==> src/hdl/scfg_pkg.sv <==
package scfg_pkg;

    // line modes as presented on the mode input
    typedef enum logic [1:0] {
        SCFG_MODE_T1   = 2'b00,
        SCFG_MODE_E1   = 2'b01,
        SCFG_MODE_CC   = 2'b10,
        SCFG_MODE_6312 = 2'b11
    } scfg_mode_t;

    // kind of reference carried by the transmit sync pin
    typedef enum logic [1:0] {
        SCFG_TS_FRAME = 2'b00,
        SCFG_TS_MF    = 2'b01,
        SCFG_TS_8K    = 2'b10,
        SCFG_TS_400   = 2'b11
    } scfg_ts_kind_t;

    localparam int          ADDR_W          = 8;
    localparam int          DATA_W          = 8;

    localparam logic [7:0]  OFS_IO_CFG_ONE  = 8'h01;
    localparam logic [7:0]  OFS_IO_CFG_TWO  = 8'h02;

    localparam logic [7:0]  RST_IO_CFG_ONE  = 8'h00;
    localparam logic [7:0]  RST_IO_CFG_TWO  = 8'h00;
    localparam logic [7:0]  RST_RDATA       = 8'h00;

    // writable bits; reserved bits are not stored and read as zero
    localparam logic [7:0]  MASK_IO_CFG_ONE = 8'h7f;
    localparam logic [7:0]  MASK_IO_CFG_TWO = 8'hf0;

    // io_config_one fields
    localparam int          BIT_OUT_FMT     = 0;
    localparam int          BIT_TS_DIR      = 1;
    localparam int          BIT_TS_MF_SEL   = 2;
    localparam int          BIT_CC_REF_DW   = 3;
    localparam int          BIT_ALARM_SEL   = 4;
    localparam int          BIT_RS_MODE_A   = 5;
    localparam int          BIT_RS_MODE_B   = 6;

    // io_config_two fields
    localparam int          BIT_TS_INV      = 4;
    localparam int          BIT_RS_INV      = 5;
    localparam int          BIT_TX_LINE_CLOCK_INV    = 6;
    localparam int          BIT_RCLK_INV    = 7;

endpackage

==> src/hdl/scfg_pulse_widen.sv <==
`timescale 1ns/10ps
`default_nettype none

// stretches a sync pulse by one further bit period when asked to
module scfg_pulse_widen (
    input  wire logic i_clk_sys,
    input  wire logic i_rst_n,
    input  wire logic i_ce,
    input  wire logic i_bit_en,
    input  wire logic i_pulse,
    input  wire logic i_widen,
    output logic      o_pulse
);

    logic ext_q;
    logic ext_d;
    logic tail_q;
    logic tail_d;

    always_comb begin
        ext_d  = ext_q;
        tail_d = tail_q;
        if (i_bit_en) begin
            // remember a pulse to widen, then run its tail for the
            // whole bit period that follows it
            ext_d  = i_pulse && i_widen;
            tail_d = ext_q;
        end
    end

    always_ff @(posedge i_clk_sys or negedge i_rst_n) begin
        if (!i_rst_n) begin
            ext_q  <= 1'b0;
            tail_q <= 1'b0;
        end else if (i_ce) begin
            ext_q  <= ext_d;
            tail_q <= tail_d;
        end
    end

    // on the strobe itself the tail comes from ext_q, so no cycle is lost
    assign o_pulse = i_pulse || (i_bit_en ? ext_q : tail_q);

endmodule
`default_nettype wire

==> src/hdl/scfg_top.sv <==
`timescale 1ns/10ps
`default_nettype none

// Operation
// format bit 0 gives bipolar on both outputs; 1 gives NRZ, negative held 0
// transmit sync direction bit: 0 pin is input, 1 pin is output
// T1/E1: transmit sync mode bit selects frame (0) or multiframe (1)
// composite clock: reference bit selects 8kHz (0) or 400Hz (1) reference
// T1 with double-wide and direction set: sync two clocks in signaling frames
// T1/E1: alarm pin shows frame loss (0) or transmit clock loss (1)
// composite clock with alarm bit 0: alarm pin shows composite clock error
// T1/E1: receive sync mode a selects frame (0) or multiframe (1) pulse
// T1, mode a 0: mode b 1 widens receive sync in signaling frames
// E1, mode a 1: mode b selects CAS (0) or CRC4 (1) multiframe
// software writes zero to unused bits of both configuration registers
// config two bits 7,5,4 invert receive clock, rx sync, tx sync
// config two bit 6 inverts the transmit clock
// all fields reset to zero; new settings act at once
module scfg_top (
    input  wire logic                       i_clk_sys,
    input  wire logic                       i_rst_n,
    input  wire logic                       i_ce,
    input  wire logic [scfg_pkg::ADDR_W-1:0] i_addr,
    input  wire logic                       i_wr,
    input  wire logic                       i_rd,
    input  wire logic [scfg_pkg::DATA_W-1:0] i_wdata,
    output logic      [scfg_pkg::DATA_W-1:0] o_rdata,
    input  wire logic [1:0]                 i_line_mode,
    input  wire logic                       i_tx_bit_en,
    input  wire logic                       i_rx_bit_en,
    input  wire logic                       i_tx_line_clock,
    input  wire logic                       i_rx_line_clock,
    output logic                            o_tx_line_clock,
    output logic                            o_rx_line_clock,
    input  wire logic                       i_tx_bip_pos,
    input  wire logic                       i_tx_bip_neg,
    input  wire logic                       i_tx_nrz,
    output logic                            o_tx_data_pos,
    output logic                            o_tx_data_neg,
    input  wire logic                       i_tx_frame_sync,
    input  wire logic                       i_tx_mf_sync,
    input  wire logic                       i_tx_sig_frame,
    input  wire logic                       i_cc_ref_8k,
    input  wire logic                       i_cc_ref_400,
    input  wire logic                       i_tx_sync_pin,
    output logic                            o_tx_sync_pin,
    output logic                            o_tx_sync_pin_oe_n,
    output logic                            o_tx_sync_in,
    output logic      [1:0]                 o_tx_sync_kind,
    input  wire logic                       i_rx_frame_pulse,
    input  wire logic                       i_rx_mf_pulse,
    input  wire logic                       i_rx_cas_mf,
    input  wire logic                       i_rx_crc4_mf,
    input  wire logic                       i_rx_sig_frame,
    output logic                            o_rx_sync_out,
    input  wire logic                       i_rx_frame_loss,
    input  wire logic                       i_tx_clock_loss,
    input  wire logic                       i_cc_error,
    output logic                            o_rx_alarm_pin
);

    logic [7:0] cfg1_q;
    logic [7:0] cfg1_d;
    logic [7:0] cfg2_q;
    logic [7:0] cfg2_d;
    logic [7:0] rdata_q;
    logic [7:0] rdata_d;

    logic       tx_line_clock_q;
    logic       tx_line_clock_d;
    logic       rclk_q;
    logic       rclk_d;
    logic       tx_data_pos_q;
    logic       tx_data_pos_d;
    logic       tx_data_neg_q;
    logic       tx_data_neg_d;
    logic       ts_out_q;
    logic       ts_out_d;
    logic       ts_oe_n_q;
    logic       ts_oe_n_d;
    logic       ts_in_q;
    logic       ts_in_d;
    logic [1:0] ts_kind_q;
    logic [1:0] ts_kind_d;
    logic       rs_q;
    logic       rs_d;
    logic       alarm_q;
    logic       alarm_d;

    logic       ts_pulse_raw;
    logic       ts_pulse_wide;
    logic       ts_widen;
    logic       rs_pulse_raw;
    logic       rs_pulse_wide;
    logic       rs_widen;

    scfg_pkg::scfg_mode_t mode;

    function automatic logic is_t1e1(input scfg_pkg::scfg_mode_t m);
        is_t1e1 = (m == scfg_pkg::SCFG_MODE_T1) ||
                  (m == scfg_pkg::SCFG_MODE_E1);
    endfunction

    assign mode = scfg_pkg::scfg_mode_t'(i_line_mode);

    // ---------------- register port ----------------
    always_comb begin
        cfg1_d  = cfg1_q;
        cfg2_d  = cfg2_q;
        rdata_d = rdata_q;
        if (i_wr) begin
            // unused bits are dropped so they always read back zero
            if (i_addr == scfg_pkg::OFS_IO_CFG_ONE) begin
                cfg1_d = i_wdata & scfg_pkg::MASK_IO_CFG_ONE;
            end
            if (i_addr == scfg_pkg::OFS_IO_CFG_TWO) begin
                cfg2_d = i_wdata & scfg_pkg::MASK_IO_CFG_TWO;
            end
        end
        if (i_rd) begin
            case (i_addr)
                scfg_pkg::OFS_IO_CFG_ONE: rdata_d = cfg1_q;
                scfg_pkg::OFS_IO_CFG_TWO: rdata_d = cfg2_q;
                default:                  rdata_d = 8'h00;
            endcase
        end
    end

    always_ff @(posedge i_clk_sys or negedge i_rst_n) begin
        if (!i_rst_n) begin
            cfg1_q  <= scfg_pkg::RST_IO_CFG_ONE;
            cfg2_q  <= scfg_pkg::RST_IO_CFG_TWO;
            rdata_q <= scfg_pkg::RST_RDATA;
        end else if (i_ce) begin
            cfg1_q  <= cfg1_d;
            cfg2_q  <= cfg2_d;
            rdata_q <= rdata_d;
        end
    end

    // ---------------- sync pulse stretchers ----------------
    assign ts_pulse_raw = cfg1_q[scfg_pkg::BIT_TS_MF_SEL] ?
                          i_tx_mf_sync : i_tx_frame_sync;
    assign ts_widen     = (mode == scfg_pkg::SCFG_MODE_T1) &&
                          cfg1_q[scfg_pkg::BIT_CC_REF_DW] &&
                          cfg1_q[scfg_pkg::BIT_TS_DIR] &&
                          i_tx_sig_frame;

    scfg_pulse_widen u_ts_widen (
        .i_clk_sys (i_clk_sys),
        .i_rst_n   (i_rst_n),
        .i_ce      (i_ce),
        .i_bit_en  (i_tx_bit_en),
        .i_pulse   (ts_pulse_raw),
        .i_widen   (ts_widen),
        .o_pulse   (ts_pulse_wide)
    );

    assign rs_pulse_raw = i_rx_frame_pulse;
    assign rs_widen     = (mode == scfg_pkg::SCFG_MODE_T1) &&
                          !cfg1_q[scfg_pkg::BIT_RS_MODE_A] &&
                          cfg1_q[scfg_pkg::BIT_RS_MODE_B] &&
                          i_rx_sig_frame;

    scfg_pulse_widen u_rs_widen (
        .i_clk_sys (i_clk_sys),
        .i_rst_n   (i_rst_n),
        .i_ce      (i_ce),
        .i_bit_en  (i_rx_bit_en),
        .i_pulse   (rs_pulse_raw),
        .i_widen   (rs_widen),
        .o_pulse   (rs_pulse_wide)
    );

    // ---------------- pin functions ----------------
    always_comb begin
        // clock polarity
        tx_line_clock_d = i_tx_line_clock ^ cfg2_q[scfg_pkg::BIT_TX_LINE_CLOCK_INV];
        rclk_d = i_rx_line_clock ^ cfg2_q[scfg_pkg::BIT_RCLK_INV];

        // line data format
        if (cfg1_q[scfg_pkg::BIT_OUT_FMT]) begin
            tx_data_pos_d = i_tx_nrz;
            tx_data_neg_d = 1'b0;
        end else begin
            tx_data_pos_d = i_tx_bip_pos;
            tx_data_neg_d = i_tx_bip_neg;
        end

        // transmit sync pin: kind of reference, then direction
        case (mode)
            scfg_pkg::SCFG_MODE_T1, scfg_pkg::SCFG_MODE_E1: begin
                ts_kind_d = cfg1_q[scfg_pkg::BIT_TS_MF_SEL] ?
                            scfg_pkg::SCFG_TS_MF :
                            scfg_pkg::SCFG_TS_FRAME;
                ts_out_d  = ts_pulse_wide;
            end
            scfg_pkg::SCFG_MODE_CC: begin
                ts_kind_d = cfg1_q[scfg_pkg::BIT_CC_REF_DW] ?
                            scfg_pkg::SCFG_TS_400 :
                            scfg_pkg::SCFG_TS_8K;
                ts_out_d  = cfg1_q[scfg_pkg::BIT_CC_REF_DW] ?
                            i_cc_ref_400 : i_cc_ref_8k;
            end
            default: begin
                ts_kind_d = scfg_pkg::SCFG_TS_FRAME;
                ts_out_d  = i_tx_frame_sync;
            end
        endcase
        ts_out_d  = ts_out_d ^ cfg2_q[scfg_pkg::BIT_TS_INV];
        ts_oe_n_d = !cfg1_q[scfg_pkg::BIT_TS_DIR];
        // an input-mode pin is handed on with its polarity undone
        ts_in_d   = cfg1_q[scfg_pkg::BIT_TS_DIR] ? 1'b0 :
                    (i_tx_sync_pin ^ cfg2_q[scfg_pkg::BIT_TS_INV]);

        // receive sync output
        case (mode)
            scfg_pkg::SCFG_MODE_T1: begin
                rs_d = cfg1_q[scfg_pkg::BIT_RS_MODE_A] ?
                       i_rx_mf_pulse : rs_pulse_wide;
            end
            scfg_pkg::SCFG_MODE_E1: begin
                if (cfg1_q[scfg_pkg::BIT_RS_MODE_A]) begin
                    rs_d = cfg1_q[scfg_pkg::BIT_RS_MODE_B] ?
                           i_rx_crc4_mf : i_rx_cas_mf;
                end else begin
                    rs_d = i_rx_frame_pulse;
                end
            end
            default: begin
                rs_d = i_rx_frame_pulse;
            end
        endcase
        rs_d = rs_d ^ cfg2_q[scfg_pkg::BIT_RS_INV];

        // receive alarm pin
        case (mode)
            scfg_pkg::SCFG_MODE_T1, scfg_pkg::SCFG_MODE_E1: begin
                alarm_d = cfg1_q[scfg_pkg::BIT_ALARM_SEL] ?
                          i_tx_clock_loss : i_rx_frame_loss;
            end
            scfg_pkg::SCFG_MODE_CC: begin
                // the select bit must stay 0 here; a 1 silences the pin
                alarm_d = !cfg1_q[scfg_pkg::BIT_ALARM_SEL] &&
                          i_cc_error;
            end
            default: begin
                alarm_d = i_rx_frame_loss;
            end
        endcase
    end

    always_ff @(posedge i_clk_sys or negedge i_rst_n) begin
        if (!i_rst_n) begin
            tx_line_clock_q    <= 1'b0;
            rclk_q    <= 1'b0;
            tx_data_pos_q    <= 1'b0;
            tx_data_neg_q    <= 1'b0;
            ts_out_q  <= 1'b0;
            ts_oe_n_q <= 1'b1;
            ts_in_q   <= 1'b0;
            ts_kind_q <= scfg_pkg::SCFG_TS_FRAME;
            rs_q      <= 1'b0;
            alarm_q   <= 1'b0;
        end else if (i_ce) begin
            tx_line_clock_q    <= tx_line_clock_d;
            rclk_q    <= rclk_d;
            tx_data_pos_q    <= tx_data_pos_d;
            tx_data_neg_q    <= tx_data_neg_d;
            ts_out_q  <= ts_out_d;
            ts_oe_n_q <= ts_oe_n_d;
            ts_in_q   <= ts_in_d;
            ts_kind_q <= ts_kind_d;
            rs_q      <= rs_d;
            alarm_q   <= alarm_d;
        end
    end

    assign o_rdata            = rdata_q;
    assign o_tx_line_clock    = tx_line_clock_q;
    assign o_rx_line_clock    = rclk_q;
    assign o_tx_data_pos      = tx_data_pos_q;
    assign o_tx_data_neg      = tx_data_neg_q;
    assign o_tx_sync_pin      = ts_out_q;
    assign o_tx_sync_pin_oe_n = ts_oe_n_q;
    assign o_tx_sync_in       = ts_in_q;
    assign o_tx_sync_kind     = ts_kind_q;
    assign o_rx_sync_out      = rs_q;
    assign o_rx_alarm_pin     = alarm_q;

    // ---------------- checks ----------------
    AST_NRZ_NEG_LOW: assert property (
        @(posedge i_clk_sys) disable iff (!i_rst_n)
        i_ce && cfg1_q[scfg_pkg::BIT_OUT_FMT] |=> !o_tx_data_neg)
        else $error("negative data not held low in NRZ format");

    AST_NRZ_POS: assert property (
        @(posedge i_clk_sys) disable iff (!i_rst_n)
        i_ce && cfg1_q[scfg_pkg::BIT_OUT_FMT] |=>
        o_tx_data_pos == $past(i_tx_nrz))
        else $error("positive data does not follow NRZ input");

    AST_BIPOLAR: assert property (
        @(posedge i_clk_sys) disable iff (!i_rst_n)
        i_ce && !cfg1_q[scfg_pkg::BIT_OUT_FMT] |=>
        o_tx_data_pos == $past(i_tx_bip_pos) &&
        o_tx_data_neg == $past(i_tx_bip_neg))
        else $error("bipolar data not passed through");

    AST_TS_DIR: assert property (
        @(posedge i_clk_sys) disable iff (!i_rst_n)
        i_ce |=>
        o_tx_sync_pin_oe_n == !$past(cfg1_q[scfg_pkg::BIT_TS_DIR]))
        else $error("sync pin direction does not follow config");

    AST_TS_KIND: assert property (
        @(posedge i_clk_sys) disable iff (!i_rst_n)
        i_ce && is_t1e1(mode) && cfg1_q[scfg_pkg::BIT_TS_MF_SEL] |=>
        o_tx_sync_kind == scfg_pkg::SCFG_TS_MF)
        else $error("multiframe sync not selected");

    AST_CC_400: assert property (
        @(posedge i_clk_sys) disable iff (!i_rst_n)
        i_ce && mode == scfg_pkg::SCFG_MODE_CC &&
        cfg1_q[scfg_pkg::BIT_CC_REF_DW] |=>
        o_tx_sync_pin == ($past(i_cc_ref_400) ^
                          $past(cfg2_q[scfg_pkg::BIT_TS_INV])))
        else $error("400Hz reference not on sync pin");

    AST_TS_DOUBLE: assert property (
        @(posedge i_clk_sys) disable iff (!i_rst_n)
        i_ce && i_tx_bit_en && ts_widen && ts_pulse_raw ##1
        !i_tx_bit_en [*3] ##1 (i_ce && i_tx_bit_en) ##1
        (i_ce && !i_tx_bit_en && mode == scfg_pkg::SCFG_MODE_T1 &&
         !cfg2_q[scfg_pkg::BIT_TS_INV]) |=> o_tx_sync_pin)
        else $error("sync pulse not stretched in signaling frame");

    AST_ALARM_TX_CLOCK_LOSS: assert property (
        @(posedge i_clk_sys) disable iff (!i_rst_n)
        i_ce && is_t1e1(mode) && cfg1_q[scfg_pkg::BIT_ALARM_SEL] |=>
        o_rx_alarm_pin == $past(i_tx_clock_loss))
        else $error("alarm pin not showing transmit clock loss");

    AST_ALARM_CC: assert property (
        @(posedge i_clk_sys) disable iff (!i_rst_n)
        i_ce && mode == scfg_pkg::SCFG_MODE_CC &&
        !cfg1_q[scfg_pkg::BIT_ALARM_SEL] |=>
        o_rx_alarm_pin == $past(i_cc_error))
        else $error("alarm pin not showing composite clock error");

    AST_RS_CRC4: assert property (
        @(posedge i_clk_sys) disable iff (!i_rst_n)
        i_ce && mode == scfg_pkg::SCFG_MODE_E1 &&
        cfg1_q[scfg_pkg::BIT_RS_MODE_A] &&
        cfg1_q[scfg_pkg::BIT_RS_MODE_B] |=>
        o_rx_sync_out == ($past(i_rx_crc4_mf) ^
                          $past(cfg2_q[scfg_pkg::BIT_RS_INV])))
        else $error("receive sync not on CRC4 multiframe");

    AST_RCLK_INV: assert property (
        @(posedge i_clk_sys) disable iff (!i_rst_n)
        i_ce |=> o_rx_line_clock ==
        ($past(i_rx_line_clock) ^ $past(cfg2_q[scfg_pkg::BIT_RCLK_INV])))
        else $error("receive clock polarity wrong");

    AST_TX_LINE_CLOCK_INV: assert property (
        @(posedge i_clk_sys) disable iff (!i_rst_n)
        i_ce |=> o_tx_line_clock ==
        ($past(i_tx_line_clock) ^ $past(cfg2_q[scfg_pkg::BIT_TX_LINE_CLOCK_INV])))
        else $error("transmit clock polarity wrong");

    AST_WRITE_NOW: assert property (
        @(posedge i_clk_sys) disable iff (!i_rst_n)
        i_ce && i_wr && i_addr == scfg_pkg::OFS_IO_CFG_TWO |=>
        cfg2_q == ($past(i_wdata) & scfg_pkg::MASK_IO_CFG_TWO))
        else $error("config two write not taken at once");

endmodule
`default_nettype wire

==> config.mk <==
export PLATFORM = sky130hd
export DESIGN_NAME = scfg_top
export DESIGN_NICKNAME = d
export VERILOG_FILES = /design/src/hdl/scfg_pkg.sv /design/src/hdl/scfg_pulse_widen.sv /design/src/hdl/scfg_top.sv
export SDC_FILE = /design/constraint.sdc
export NUM_CORES = 1
export LEC_CHECK = 0
export BUFFER_PORTS_ARGS = -buffer_cell sky130_fd_sc_hd__buf_4
export CAP_MARGIN = 20
export CELL_PAD_IN_SITES_DETAIL_PLACEMENT = 1
export CELL_PAD_IN_SITES_GLOBAL_PLACEMENT = 2
export CORE_MARGIN = 4
export CORE_UTILIZATION = 30
export CTS_CLUSTER_DIAMETER = 60
export DETAILED_ROUTE_END_ITERATION = 8
export GPL_TIMING_DRIVEN = 0
export MAX_ROUTING_LAYER = met4
export PLACE_DENSITY = 0.87
export SLEW_MARGIN = 20
export SYNTH_ARGS = -nofsm -noshare
export SYNTH_HDL_FRONTEND = slang
export SYNTH_HIERARCHICAL = 1
export SYNTH_SLANG_ARGS = --single-unit
==> constraint.sdc <==
create_clock -name i_clk_sys -period 2.2 [get_ports i_clk_sys]
set_input_delay 0.11 -clock i_clk_sys [delete_from_list [all_inputs] [get_ports i_clk_sys]]
set_output_delay 0.11 -clock i_clk_sys [all_outputs]
set_load 0.005 [all_outputs]
== Word-level counts from Yosys, hierarchy flattened ==
Index checks and enable logic that the tools add are counted.
Operators by class
  equality and inequality tests: 4
  mux-type cells: 18
  bitwise operators: 5
  reduce and logical (&&, ||, !) cells: 21
Operators with widths (number)
  case mux 8 bit (2 select lines): 1
  two-way mux 1 bit: 13
  logical AND 1 bit: 9
  == test 8 x 1 -> 1 bit (second input constant): 1
  == test 8 x 2 -> 1 bit (second input constant): 1
  case mux 1 bit (2 select lines): 3
  AND reduction 2 bit: 3
  AND reduction 3 bit: 2
  bitwise XOR 1 bit: 5
  case mux 2 bit (2 select lines): 1
  zero test 1 bit: 3
  == test 2 x 1 -> 1 bit (second input constant): 1
  == test 2 bit (second input constant): 1
  zero test 2 bit: 1
  logical OR 1 bit: 2
  OR reduction 2 bit: 1
Word-level totals
  register bits: 34
  input port bits: 44
  output and inout bits: 19
  word-level logic and storage cells: 65

== Logic depth before layout (Yosys ltp) ==
  depth after elaboration: 5
  mapped depth: 6
  gate-level depth less buffers: 6

== Modules after synthesis ==
The synthesis kept the hierarchy.
By module, submodules not included
  scfg_top: instances 1, cells each 120, area each 1418.9 sq um, sequential area each 752.0 sq um
  scfg_pulse_widen: instances 2, cells each 8, area each 106.4 sq um, sequential area each 50.0 sq um

== Worst setup path after synthesis ==
OpenSTA, ideal clock, no wires.
  path kind: input-to-reg
  start: input i_addr[5] (netlist bit)
  end: register cfg1_q[0]
  setup time: 125 ps
  arrival time: 1562 ps
  data required time: 2075 ps
  slack: 513 ps
  stages on the path: 4
  path buffers: 0
  path through: or4_4 -> or3_4 -> nor2_8 -> mux2_2
Between the ends
  cells in the longest elaborated chain, start to end: 2
Ends and longest elaborated chain
  start, declared: line scfg_top.sv:23  | input wire logic [scfg_pkg::ADDR_W-1:0] i_addr,
  == test 8 x 1 -> 1 bit: line scfg_top.sv:113  | if (i_addr == scfg_pkg::OFS_IO_CFG_ONE) begin
  AND reduction 3 bit (no source line)
  end signal, assigned: line scfg_top.sv:131  | cfg1_q <= scfg_pkg::RST_IO_CFG_ONE;
  end signal, assigned: line scfg_top.sv:135  | cfg1_q <= cfg1_d;
  end, declared: line scfg_top.sv:62  | logic [7:0] cfg1_q;
No other way between the ends.
A chain may end at the register's enable or synchronous reset.

== Worst setup path in the final report ==
  start: input i_ce
  end: register rdata_q[6], in the netlist o_rdata[6]
Between the ends
  cells in the longest elaborated chain, start to end: 1
Ends and longest elaborated chain
  start, declared: line scfg_top.sv:22  | input wire logic i_ce,
  AND reduction 2 bit (no source line)
  end signal, assigned: line scfg_top.sv:133  | rdata_q <= scfg_pkg::RST_RDATA;
  end signal, assigned: line scfg_top.sv:137  | rdata_q <= rdata_d;
  end, declared: line scfg_top.sv:66  | logic [7:0] rdata_q;
No other way between the ends.

==> summary.txt <==
Die Wd: 81.75 microns
Worst slew margin: 45.02%
Std cell rows: 26
Vias: 1332
WHS Endpoint: o_tx_data_neg
CTS HTree Levels: 2
Reg2Reg Setup Slack: 0.45 ns
Crit-path max cell delay: 0.77 ns
Drt total wl: 4415 microns
TritonCTS sink count: 34
Router iterations before antenna repair: 4
Hold path cells: 2
Worst path arrival time: 2.00 ns
Fin. Hold Viols: 0
Unrepaired setup endpoints after global routing: false
Min Tclk post-route: 1.769 ns
Peak supply drop: 0.3922 mV
Syn Inst Count: 136
Synth cell types: 39
Port Buffers: 61
Clk root buf: clkbuf_8
Placed Area: 0.002177 sq mm
Vias per Instance: 4.826
ANT cells: 0
Post-route ant nets: 0
Die area: 0.006682 sq mm
Largest net degree at the start of global routing: 35
Cell Area, Synth: 0.001632 sq mm
Post-synth EDFFs: 0
Fin Setup TNS: 0 ns
WHS: 0.03422 ns
Mapped Nets: 180
Placed insts: 267
Number of global-route vias before repair: 1435
Cell Chain, Critical Path: buf_4 -> clkbuf_1 -> nand2_1 -> nor4_1 -> a222oi_1 -> inv_1
I/O pin total: 63
Non-filler cells, final: 276
Cell depth of the worst flop-to-flop path: 6
Slew Viols, Final: 0
Max Cap Viol: 0
TritonCTS clock tree: built
RR Startpoint: cfg1_q[2]
Sequential area share after synthesis: 52.22%
Synthesis-stage register bit count: 34
Pwr Density: 623.1 mW/mm^2
Clk_lat worst skew: 0.29 ns
Finish-stage setup viols: 0
Worst Path Max Fanout: 10
Endpoint class of the critical path: flip-flop
Crit path max-delay family: simple AND/OR/NAND/NOR gates
YS warnings: 6
RR Endpoint: o_tx_sync_pin
Hold path startpoint: i_tx_bip_neg
Clock skew: 0.008554 ns
Crit path kind: input port to flip-flop
Period Utilization, post-route: 80.41%
WL/cell: 16.00 microns
Clock transition at path regs: 0.08 ns
Worst-margin pin slew: 0.8172 ns
Startpoint types: input port
Fmax: 565.3 MHz
Synth Flop Type: dfrtp_1
Core Area: 0.005205 sq mm
Total GRT Usage: 14.56%
Lkg Pwr: 1.137 nW
Initial antenna violation count: 0
Critical Path RT: 2.43 ns
GR Overflow Total: 0
Slowest-stage cell, CP: nor4_1
GPL Wtd Cong: 0.7104
Status: completed
Initial detailed-routing violation count: 37
Area Overhead vs Synth: 40.72%
Synth async-reset ratio: 100.0%
CTS Buffer Depth: 2
Post-layout instance area: 0.002296 sq mm
Initial Util: 31.35%
DRC viols: 0
Critical path buffers and inverters: 3
Share of cells above drive strength 1: 48.54%
Global-route wire length before repair: 6920 microns
Syn Area/Cell: 12.00 sq um
Worst Hold Class: input port to flip-flop
Fin nets: 249
TritonCTS Buffers: 5
Dpl hpwl: 3381 microns
Die Y: 81.75 microns
state kept, by name (all words and copies together), names as in the netlist, 2 cells and up:
register and cells:
o_rdata 8, cfg2_q 4, o_tx_sync_kind 2, cfg1_q 7
worst max-delay path by stage:
| stage | startpoint | end | slack [ns] | depth (start not counted) |
|---|---|---|---|---|
| final | i_ce | o_rdata[6] | 0.43 | 6 |
| after global routing | i_ce | o_rdata[6] | 0.27 | 6 |
| after CTS | i_ce | o_rdata[6] | 0.38 | 6 |
| after detailed placement | i_ce | o_rdata[6] | 0.09 | 6 |
| after global placement | i_ce | o_rdata[6] | 0.15 | 6 |
| after floorplan | i_addr[5] | cfg1_q[0] | 0.51 | 4 |
timing repair:
action | 4_1_cts | 5_1_grt
hold endpoints to repair | 33 | 0
gates resized for setup | 0 | 0
setup buffers | 0 | 0
hold buffers | 1 | 0
cell usage after synthesis, types with 2 or more instances:
cell type	count	share of area, %
a211o_2	2	1.2
clkbuf_1	4	0.92
dfrtp_1	33	51
a222oi_1	2	1.2
nand2_2	2	0.77
a22oi_1	2	0.92
o21ai_0	2	0.61
nor3_1	2	0.61
nor2_1	6	1.4
mux2_4	2	1.8
mux2_2	14	9.7
a22o_1	7	3.8
and4_2	2	1.2
nand3_1	2	0.61
a21oi_1	4	1.2
mux2i_1	4	2.5
a21o_2	2	1.1
nor4_1	2	0.77
xnor2_1	3	1.6
nand2_1	8	1.8
nand2b_1	5	1.9
nor2b_1	4	1.5
inv_1	5	1.2
o21a_1	2	0.92
per-layer routing:
metal	vias up	global-route usage, %	part of all wire [%]
met1	642	17.38	43
met2	51	22.37	47
met3	6	5.482	8.9
met5	-	-	0
li1	633	-	-
met4	0	5.482	1.6
metrics by stage:
step           util, %  power [W]  setup WS [ns]
6_report         44.11   0.001431         0.4310
5_1_grt          44.11   0.001491         0.2700
4_1_cts          44.11   0.001456         0.3840
3_5_place_dp     41.83  0.0008733        0.09242
3_3_place_gp     41.83  0.0008688         0.1539
2_1_floorplan        -  0.0007465         0.5133
area by class of cell:
type / count / area [sq um]
repair buffers: 62 / 467.9
fillers: 598 / 2909
well taps: 70 / 87.58
clock buffers: 5 / 68.82
flip-flops and latches: 34 / 852.1
inverters: 5 / 18.77
clock inverters: 3 / 40.04
multi-input cells: 93 / 745.7
plain buffers: 4 / 15.01
kinds of logic (layout without fill, tap and decap cells):
| logic type | Yosys count | count (layout) | share of synthesized area (%) |
|---|---|---|---|
| multiplexers | 20 | 20 | 13.96 |
| buffers and inverters | 9 | 79 | 2.070 |
| AO/OA/AOI/OAI | 29 | 29 | 14.03 |
| XOR/XNOR | 4 | 4 | 2.148 |
| AND/OR/NAND/NOR | 40 | 40 | 15.57 |
| flip-flops | 34 | 34 | 52.22 |
worst reg2reg max path: stages (launching register included):
cell	delay, ns
dfrtp_1	0.42
mux2_2	0.37
a211o_2	0.26
nand2b_1	0.07
o211ai_1	0.10
xor2_1	0.15
mux2_2	0.26
where the power goes:
| group | leakage (nW) | internal, W | total [W] | switching (W) |
|---|---|---|---|---|
| Sequential | 0.450 | 0.000651 | 0.000669 | 0.0000187 |
| Clock | 0.0579 | 0.000333 | 0.000573 | 0.000239 |
| Combinational | 0.629 | 0.000109 | 0.000189 | 0.0000794 |
| Total | 1.14 | 0.00109 | 0.00143 | 0.000337 |
layout by cell type (no fill, tap or decap), drive strengths merged, types with 4 or more instances in the layout:
cell    count
buf        61
dfrtp      33
mux2       16
nand2      10
clkbuf      9
nor2        8
a22o        7
nand2b      5
inv         5
a21oi       4
mux2i       4
nor2b       4
(Power assumes the default switching activity.)
